[src/design/fspc_pkg.sv]
// shared constants and types for the flash self-program controller
package fspc_pkg;
  localparam logic [5:0] FSPC_CSR_ADDR = 6'h37;
  localparam logic [7:0] FSPC_CSR_RESET = 8'h00;
  localparam int FSPC_BIT_IE = 7;
  localparam int FSPC_BIT_BUSY = 6;
  localparam int FSPC_BIT_SIG = 5;
  localparam int FSPC_BIT_RRE = 4;
  localparam int FSPC_BIT_LOCK = 3;
  localparam int FSPC_BIT_PGWR = 2;
  localparam int FSPC_BIT_PGER = 1;
  localparam int FSPC_BIT_EN = 0;
  localparam logic [4:0] FSPC_CMD_SIG = 5'h01;
  localparam logic [4:0] FSPC_CMD_RRE = 5'h11;
  localparam logic [4:0] FSPC_CMD_PGWR = 5'h05;
  localparam logic [4:0] FSPC_CMD_PGER = 5'h03;
  localparam logic [4:0] FSPC_CMD_FILL = 5'h01;
  localparam logic [4:0] FSPC_CMD_LOCK = 5'h09;
  localparam logic [2:0] FSPC_STORE_WINDOW = 3'h4;
  localparam logic [2:0] FSPC_LOAD_WINDOW = 3'h3;
  typedef enum logic [2:0] {
    FSPC_OP_NONE, FSPC_OP_FILL, FSPC_OP_ERASE, FSPC_OP_WRITE,
    FSPC_OP_REENABLE, FSPC_OP_LOCK, FSPC_OP_SIG
  } fspc_op_t;
endpackage

[src/design/fspc_window.sv]
// arming window counter: runs a fixed number of cycles after a start pulse
`timescale 1ns/100ps
module fspc_window (
  // clock and reset
  input wire logic clock,
  input wire logic reset_n,
  // control
  input wire logic start,
  input wire logic stop,
  // status
  output logic [2:0] left
);
  typedef struct packed {
    logic [2:0] cnt;
  } fspc_win_t;
  fspc_win_t st_r;
  fspc_win_t st_nxt;

  always_comb begin
    st_nxt = st_r;
    if (start) begin
      st_nxt.cnt = fspc_pkg::FSPC_STORE_WINDOW;
    end else if (stop) begin
      st_nxt.cnt = 3'h0;
    end else if (st_r.cnt != 3'h0) begin
      st_nxt.cnt = st_r.cnt - 3'h1;
    end
  end

  always_ff @(posedge clock or negedge reset_n) begin
    if (!reset_n) begin
      st_r <= '0;
    end else begin
      st_r <= st_nxt;
    end
  end

  assign left = st_r.cnt;
endmodule

[src/design/fspc_control.sv]
// flash self-program control and status register with command sequencing
//
// The address-and-strobe port is this design's own decision.
`timescale 1ns/100ps
//
// How it works
// - ready interrupt requested while enabled, global flag set and store enable clear.
// - ready interrupt suppressed during EEPROM write or store operation.
// - without read-while-write variant, section busy always reads zero.
// - section busy reads one while read-while-write section is blocked.
// - signature command lets a load within three cycles return signature byte.
// - store within four cycles after signature command does nothing.
// - writing re-enable during buffer fill clears the page buffer.
// - lock command lets a load within three cycles read lock or fuse byte.
// - page write command makes next store write buffer to Z page.
// - page write bit clears on completion or after four idle cycles.
// - page erase command makes next store erase the Z page.
// - page erase bit clears on completion or after four idle cycles.
// - store enable permits a store only in the next four cycles.
// - store enable alone makes next store fill buffer word at Z.
// - store enable clears after a store or four idle cycles.
// - store enable stays high until erase or write completes.
// - low five bits written only for the five permitted patterns.
// - store starts programming only when executed from boot loader section.
// - programming the read-while-write section still allows no-read-while-write fetches.
// - programming the no-read-while-write section halts the processor.
// - boot loader section always lies in no-read-while-write section.
module fspc_control #(
  parameter bit HAS_RWW = 1'b1
) (
  // clock and reset
  input wire logic clock,
  input wire logic reset_n,
  // register port
  input wire logic [5:0] reg_addr,
  input wire logic [7:0] reg_wdata,
  input wire logic reg_wr,
  input wire logic reg_rd,
  output logic [7:0] reg_rdata,
  // core instruction strobes
  input wire logic store_exec,
  input wire logic load_exec,
  input wire logic from_boot_section,
  input wire logic target_in_no_read_while_write_section,
  input wire logic pointer_bit_zero,
  input wire logic global_int_enable,
  input wire logic eeprom_write_busy,
  // flash macro side
  output logic fill_buffer,
  output logic clear_buffer,
  output logic erase_page,
  output logic write_page,
  input wire logic flash_done,
  output logic halt_core,
  output logic rww_blocked,
  // load redirection
  output logic load_sig,
  output logic load_lock,
  output logic load_fuse,
  // interrupt request
  output logic ready_irq
);
  typedef struct packed {
    logic ie;
    logic busy;
    logic [4:0] cmd;
    logic sig;
    logic prog;
    logic halt;
    logic filling;
    logic [7:0] rdata;
    logic fill;
    logic clr;
    logic ers;
    logic wrp;
    logic [2:0] ldwin;
  } fspc_state_t;
  fspc_state_t st_r;
  fspc_state_t st_nxt;
  logic csr_wr;
  logic cmd_ok;
  logic [2:0] win_left;
  logic store_ok;
  logic win_stop;
  logic [7:0] csr_view;
  fspc_pkg::fspc_op_t op_now;
  logic arm_sig;
  logic arm_lock;
  logic do_fill;
  logic do_erase;
  logic do_write;
  logic do_rre;
  logic do_void;
  logic new_sig;
  logic new_clear;
  logic ld_open;
  logic irq_block;
  logic cmd_expired;
  logic prog_done;
  logic rd_hit;

  ////////////////////////////////////////////////////////////////////////////
  // arming window

  assign csr_wr = reg_wr && (reg_addr == fspc_pkg::FSPC_CSR_ADDR);
  always_comb begin
    cmd_ok = 1'b0;
    case (reg_wdata[4:0])
      fspc_pkg::FSPC_CMD_RRE,
      fspc_pkg::FSPC_CMD_LOCK,
      fspc_pkg::FSPC_CMD_PGWR,
      fspc_pkg::FSPC_CMD_PGER,
      fspc_pkg::FSPC_CMD_FILL: cmd_ok = !st_r.prog;
      default: cmd_ok = 1'b0;
    endcase
  end
  // a store from the application section is dropped, never queued
  assign store_ok = store_exec && (win_left != 3'h0)
    && from_boot_section;
  assign win_stop = store_ok;

  ////////////////////////////////////////////////////////////////////////////
  // request qualification

  // an unused arm lapses once the window runs dry
  assign cmd_expired = !st_r.prog && (st_r.cmd != 5'h00) && (win_left == 3'h0);
  assign prog_done = st_r.prog && flash_done;
  assign rd_hit = reg_rd && (reg_addr == fspc_pkg::FSPC_CSR_ADDR);

  fspc_window u_win (
    .clock(clock),
    .reset_n(reset_n),
    .start(csr_wr && cmd_ok),
    .stop(win_stop),
    .left(win_left)
  );

  ////////////////////////////////////////////////////////////////////////////
  // armed command decode

  // signature read shares the plain enable pattern and is told apart by its own bit
  always_comb begin
    op_now = fspc_pkg::FSPC_OP_NONE;
    case (st_r.cmd)
      fspc_pkg::FSPC_CMD_FILL: begin
        if (st_r.sig) begin
          op_now = fspc_pkg::FSPC_OP_SIG;
        end else begin
          op_now = fspc_pkg::FSPC_OP_FILL;
        end
      end
      fspc_pkg::FSPC_CMD_PGER: begin
        op_now = fspc_pkg::FSPC_OP_ERASE;
      end
      fspc_pkg::FSPC_CMD_PGWR: begin
        op_now = fspc_pkg::FSPC_OP_WRITE;
      end
      fspc_pkg::FSPC_CMD_RRE: begin
        op_now = fspc_pkg::FSPC_OP_REENABLE;
      end
      fspc_pkg::FSPC_CMD_LOCK: begin
        op_now = fspc_pkg::FSPC_OP_LOCK;
      end
      default: begin
        op_now = fspc_pkg::FSPC_OP_NONE;
      end
    endcase
  end
  assign arm_sig = (op_now == fspc_pkg::FSPC_OP_SIG);
  assign arm_lock = (op_now == fspc_pkg::FSPC_OP_LOCK);

  ////////////////////////////////////////////////////////////////////////////
  // store dispatch

  // a store that meets no store command is swallowed so it cannot fill the buffer
  always_comb begin
    do_fill = 1'b0;
    do_erase = 1'b0;
    do_write = 1'b0;
    do_rre = 1'b0;
    do_void = 1'b0;
    if (store_ok && !st_r.prog) begin
      case (op_now)
        fspc_pkg::FSPC_OP_FILL: begin
          do_fill = 1'b1;
        end
        fspc_pkg::FSPC_OP_ERASE: begin
          do_erase = 1'b1;
        end
        fspc_pkg::FSPC_OP_WRITE: begin
          do_write = 1'b1;
        end
        fspc_pkg::FSPC_OP_REENABLE: begin
          do_rre = 1'b1;
        end
        default: begin
          do_void = 1'b1;
        end
      endcase
    end
  end

  ////////////////////////////////////////////////////////////////////////////
  // register write decode

  always_comb begin
    new_sig = 1'b0;
    new_clear = 1'b0;
    if (csr_wr && cmd_ok) begin
      new_sig = reg_wdata[fspc_pkg::FSPC_BIT_SIG]
        && (reg_wdata[4:0] == fspc_pkg::FSPC_CMD_SIG);
      // a re-enable during a fill throws away the half-filled buffer
      new_clear = reg_wdata[fspc_pkg::FSPC_BIT_RRE] && st_r.filling;
    end
  end

  ////////////////////////////////////////////////////////////////////////////
  // command sequencing

  always_comb begin
    st_nxt = st_r;
    st_nxt.fill = 1'b0;
    st_nxt.clr = 1'b0;
    st_nxt.ers = 1'b0;
    st_nxt.wrp = 1'b0;
    if (st_r.ldwin != 3'h0) begin
      st_nxt.ldwin = st_r.ldwin - 3'h1;
    end
    if (cmd_expired) begin
      st_nxt.cmd = 5'h00;
    end
    if (do_fill) begin
      st_nxt.fill = 1'b1;
      st_nxt.filling = 1'b1;
      st_nxt.cmd = 5'h00;
    end
    if (do_erase || do_write) begin
      st_nxt.ers = do_erase;
      st_nxt.wrp = do_write;
      if (do_write) begin
        st_nxt.filling = 1'b0;
      end
      st_nxt.prog = 1'b1;
      st_nxt.halt = target_in_no_read_while_write_section;
      st_nxt.busy = HAS_RWW && !target_in_no_read_while_write_section;
    end
    if (do_rre) begin
      st_nxt.busy = 1'b0;
      st_nxt.cmd = 5'h00;
    end
    if (do_void) begin
      st_nxt.cmd = 5'h00;
    end
    if (prog_done) begin
      st_nxt.prog = 1'b0;
      st_nxt.halt = 1'b0;
      st_nxt.cmd = 5'h00;
    end
    if (csr_wr) begin
      st_nxt.ie = reg_wdata[fspc_pkg::FSPC_BIT_IE];
      if (cmd_ok) begin
        st_nxt.cmd = reg_wdata[4:0];
        st_nxt.ldwin = fspc_pkg::FSPC_LOAD_WINDOW;
        st_nxt.sig = new_sig;
        if (new_clear) begin
          st_nxt.clr = 1'b1;
          st_nxt.filling = 1'b0;
        end
      end
    end
    if (load_exec) begin
      st_nxt.ldwin = 3'h0;
    end
    // the signature flag never outlives its command
    if (st_nxt.cmd == 5'h00) begin
      st_nxt.sig = 1'b0;
    end
    if (!HAS_RWW) begin
      st_nxt.busy = 1'b0;
    end
    st_nxt.rdata = 8'h00;
    if (rd_hit) begin
      st_nxt.rdata = csr_view;
    end
  end

  ////////////////////////////////////////////////////////////////////////////
  // status view

  // busy is tied low on the variant without read-while-write
  for (genvar b = 0; b < $bits(csr_view); b++) begin : g_view
    if (b == fspc_pkg::FSPC_BIT_IE) begin : g_ie
      assign csr_view[b] = st_r.ie;
    end else if (b == fspc_pkg::FSPC_BIT_BUSY) begin : g_busy
      assign csr_view[b] = st_r.busy && HAS_RWW;
    end else if (b == fspc_pkg::FSPC_BIT_SIG) begin : g_sig
      assign csr_view[b] = st_r.sig;
    end else begin : g_cmd
      assign csr_view[b] = st_r.cmd[b];
    end
  end

  always_ff @(posedge clock or negedge reset_n) begin
    if (!reset_n) begin
      st_r <= '0;
    end else begin
      st_r <= st_nxt;
    end
  end

  ////////////////////////////////////////////////////////////////////////////
  // outputs

  assign reg_rdata = st_r.rdata;
  assign fill_buffer = st_r.fill;
  assign clear_buffer = st_r.clr;
  assign erase_page = st_r.ers;
  assign write_page = st_r.wrp;
  assign halt_core = st_r.halt;
  assign rww_blocked = st_r.busy;
  // loads redirect only while the load window is open; later loads read flash
  assign ld_open = load_exec && (st_r.ldwin != 3'h0);
  always_comb begin
    load_sig = 1'b0;
    load_lock = 1'b0;
    load_fuse = 1'b0;
    if (ld_open) begin
      if (arm_sig) begin
        load_sig = 1'b1;
      end else if (arm_lock) begin
        load_lock = !pointer_bit_zero;
        load_fuse = pointer_bit_zero;
      end
    end
  end
  assign irq_block = st_r.cmd[fspc_pkg::FSPC_BIT_EN] || st_r.prog
    || eeprom_write_busy;
  assign ready_irq = st_r.ie && global_int_enable && !irq_block;
endmodule

[config.mk]
export PLATFORM = sky130hd
export DESIGN_NAME = fspc_control
export DESIGN_NICKNAME = d
export VERILOG_FILES = /design/src/design/fspc_pkg.sv /design/src/design/fspc_window.sv /design/src/design/fspc_control.sv
export SDC_FILE = /design/constraint.sdc
export NUM_CORES = 1
export LEC_CHECK = 0
export BUFFER_PORTS_ARGS = -buffer_cell sky130_fd_sc_hd__buf_4
export CAP_MARGIN = 20
export CORE_MARGIN = 10
export CORE_UTILIZATION = 40
export DETAILED_ROUTE_END_ITERATION = 10
export PLACE_DENSITY_LB_ADDON = 0.1
export SYNTH_ARGS = -nofsm -noshare
export SYNTH_HDL_FRONTEND = slang
export SYNTH_SLANG_ARGS = --single-unit
[constraint.sdc]
create_clock -name clock -period 4.29 [get_ports clock]
set_input_delay 0.2145 -clock clock [delete_from_list [all_inputs] [get_ports clock]]
set_output_delay 0.2145 -clock clock [all_outputs]
set_load 0.01 [all_outputs]
==> flow_metrics.tcl <==
set metrics [dict create \
    outcome "complete, no violations" \
    die_w_um 82.6 \
    maxCapViolCount 0 \
    regArea_um2 726 \
    path_delay_family "simple AND/OR/NAND/NOR gates" \
    synth_nets 184 \
    start_kind "flop" \
    drive_gt1_frac 0.301 \
    timing_worst_setup_path_type "reg2reg" \
    fin_tns_setup_ns 0 \
    rows 22 \
    switchingPower_uw 223 \
    avgViaCountPerCell 5.10 \
    ctsResizeCount 0 \
    drt_pass1_iterations 4 \
    cts_buffer_depth 2 \
    io_buffers 42 \
    cp_max_fo 9 \
    grt_pass1_wl_mm 6.20 \
    synth_cell_types 45 \
    drt_wl_total_mm 3.63 \
    pwr-share-comb 0.276 \
    synthArstFlopShare 1.00 \
    wire_per_inst_um 15.0 \
    synth_top_area_frac 0.463 \
    synthFlopType "dfrtp_1" \
    hold_buffers 1 \
    path_buf_inv 0 \
    hold_path_class "in2reg" \
    ys_seq_area_frac 0.463 \
    min_period_ns 1.85 \
    path_clk_slew_ns 0.06 \
    area_delta_synth_final_pct 24.2 \
    max_stage_delay_ns 0.49 \
    h-tree-depth 2 \
    cts.sinks 29 \
    dieArea_mm2 0.00682 \
    ys_warn_count 0 \
    endpoint_kind "flop" \
    diodes 0 \
    synth_seq_cells 29 \
    synthTopCellsByArea "dfrtp_1 (46%), buf_4 (4.3%), ha_1 (3.2%), nand2_1 (2.9%), nor2_1 (2.9%)" \
    clockRootBuffer "clkbuf_8" \
    antenna_left 0 \
    antenna_found_initial 0 \
    setup_violations 0 \
    p_seq_frac 0.438 \
    grt_pass1_vias 1343 \
    core_area_mm2 0.00372 \
    ioPinCount 44 \
    cp_data_required_time_ns 4.43 \
    clkLatencyLatePin_ns 0.27 \
    hpwlAfterDp_mm 2.91 \
    tightest_slew_ns 0.407 \
    overflow 0 \
    timing.hold.ws_ns 0.107 \
    p_leak_nw 0.948 \
    synth_commonest_cells "dfrtp_1 (29), nand2_1 (12), nor2_1 (12), inv_1 (10), buf_4 (9)" \
    crit_slowest_cell "or3b_1" \
    num_vias 1230 \
    grt_setup_unrepaired "no" \
    cts_setup_buffers 0 \
    power_density_mw_per_mm2 378 \
    clkPwrFrac 0.286 \
    cp.arrival_ns 1.99 \
    fmax_mhz 540 \
    crit_chain "or3b_1 -> nor4_4 -> and4_1 -> a311oi_2" \
    gp_congestion 0.819 \
    fin_crit_sh 0.432 \
    synth_area_mm2 0.00157 \
    yosys.cell_count.top_type "dfrtp_1" \
    p_sw_frac 0.304 \
    synth-edff-count 0 \
    synth_top_area_cell "dfrtp_1" \
    hold_viol_final 0 \
    slew_headroom 0.729 \
    die_y_um 82.6 \
    maxSlewViolCount 0 \
    syn_inst 154 \
    cts_made_buffers 5 \
    grt_start_max_net_pins 30 \
    syn_area_per_cell_um2 10.2 \
    post-route-drc-count 0 \
    multi_input_area_um2 714 \
    drt_iter0_markers 26 \
    grt_use_total 0.117 \
    fillers 347 \
    start_util 0.422 \
    cts_tree "yes" \
    p_int_uw 511 \
    peakVddDrop_uv 218 \
    skew_ns 0.00243 \
    nets 222 \
]
## cells in the final DEF, fill, tap and decap left out, drive strengths merged, types with 2 or more instances in the layout
cell type and instances:
nor3 6, nand2b 3, buf 42, nand3 8, mux2i 2, inv 10, nand2 12, and2 5
nor4 3, and3 3, ha 4, clkinv 2, clkbuf 6, o21ai 4, dfrtp 29, a2bb2oi 2
nand3b 2, xnor2 3, a21oi 7, nor2 13, o41ai 4, and4 3
## worst paths after layout
path	startpoint	to	slack, ns	cells after the start
worst max-delay path	csr_view[3]$_DFF_PN0_	st_r[15]$_DFF_PN0_	2.44	4
worst min-delay path	load_exec	st_r[0]$_DFF_PN0_	0.11	2
worst max register to register	csr_view[3]$_DFF_PN0_	st_r[15]$_DFF_PN0_	2.44	4
worst min register to register	u_win.left[0]$_DFFE_PN0P_	u_win.left[0]$_DFFE_PN0P_	0.53	2
max in group asynchronous	reset_n	reg_rdata[3]$_DFF_PN0_	3.62	2
min in group asynchronous	reset_n	st_r[17]$_DFFE_PN0P_	0.40	2
## area by class of cell
type,instances,area share
flip-flops and latches,29,0.373
well taps,48,0.0309
clock buffers,6,0.0373
clock inverters,2,0.00514
repair buffers,43,0.167
inverters,10,0.0193
multi-input cells,103,0.367
## kinds of logic after synthesis
family,count (synthesis),share of synthesized area
AOI/OAI and AO/OA,25,0.113
xor gates and xnor gates,3,0.0168
adders and majority gates,5,0.0383
buffers and inverters,22,0.0807
DFF,29,0.463
muxes,3,0.0200
and+or+nand+nor,67,0.268
## power by group through the flow
stage	Sequential (mW)	Clock, mW	Combinational [mW]
6_report	0.321	0.210	0.203
5_1_grt	0.326	0.230	0.232
4_1_cts	0.322	0.217	0.208
3_5_place_dp	0.327	0	0.204
3_3_place_gp	0.324	0	0.194
2_1_floorplan	0.322	0	0.150
## worst reg2reg max path: cells and delay by family, from the launching register on
family           cells  cell delay, ns
AO/OA/AOI/OAI        1            0.05
AND/OR/NAND/NOR      3            1.20
flip-flops           1            0.47
## registers in the layout, summed over array words and instances, names as in the netlist
register      cells
st_r              5
reg_rdata         8
erase_page        1
fill_buffer       1
write_page        1
u_win.left        3
rww_blocked       1
csr_view          7
halt_core         1
clear_buffer      1
## per-layer routing
metal,global-route usage,vias up,routed length (um)
li1,-,611,-
met1,0.132,585,1520
met2,0.201,29,1820
met3,0.0464,5,255
met4,0.0301,0,34
met5,0,-,0
## stage by stage
stage,std cells,instance area (um^2),utilization,setup slack [ns],power [mW]
after detailed placement,232,1850,0.499,2.34,0.531
after CTS,241,1950,0.524,2.45,0.747
final,241,1950,0.524,2.44,0.735
after global placement,232,1850,0.499,2.38,0.518
after floorplan,154,1570,-,2.66,0.472
after global routing,241,1950,0.524,2.34,0.788
Power figures use the tool's default switching activity.
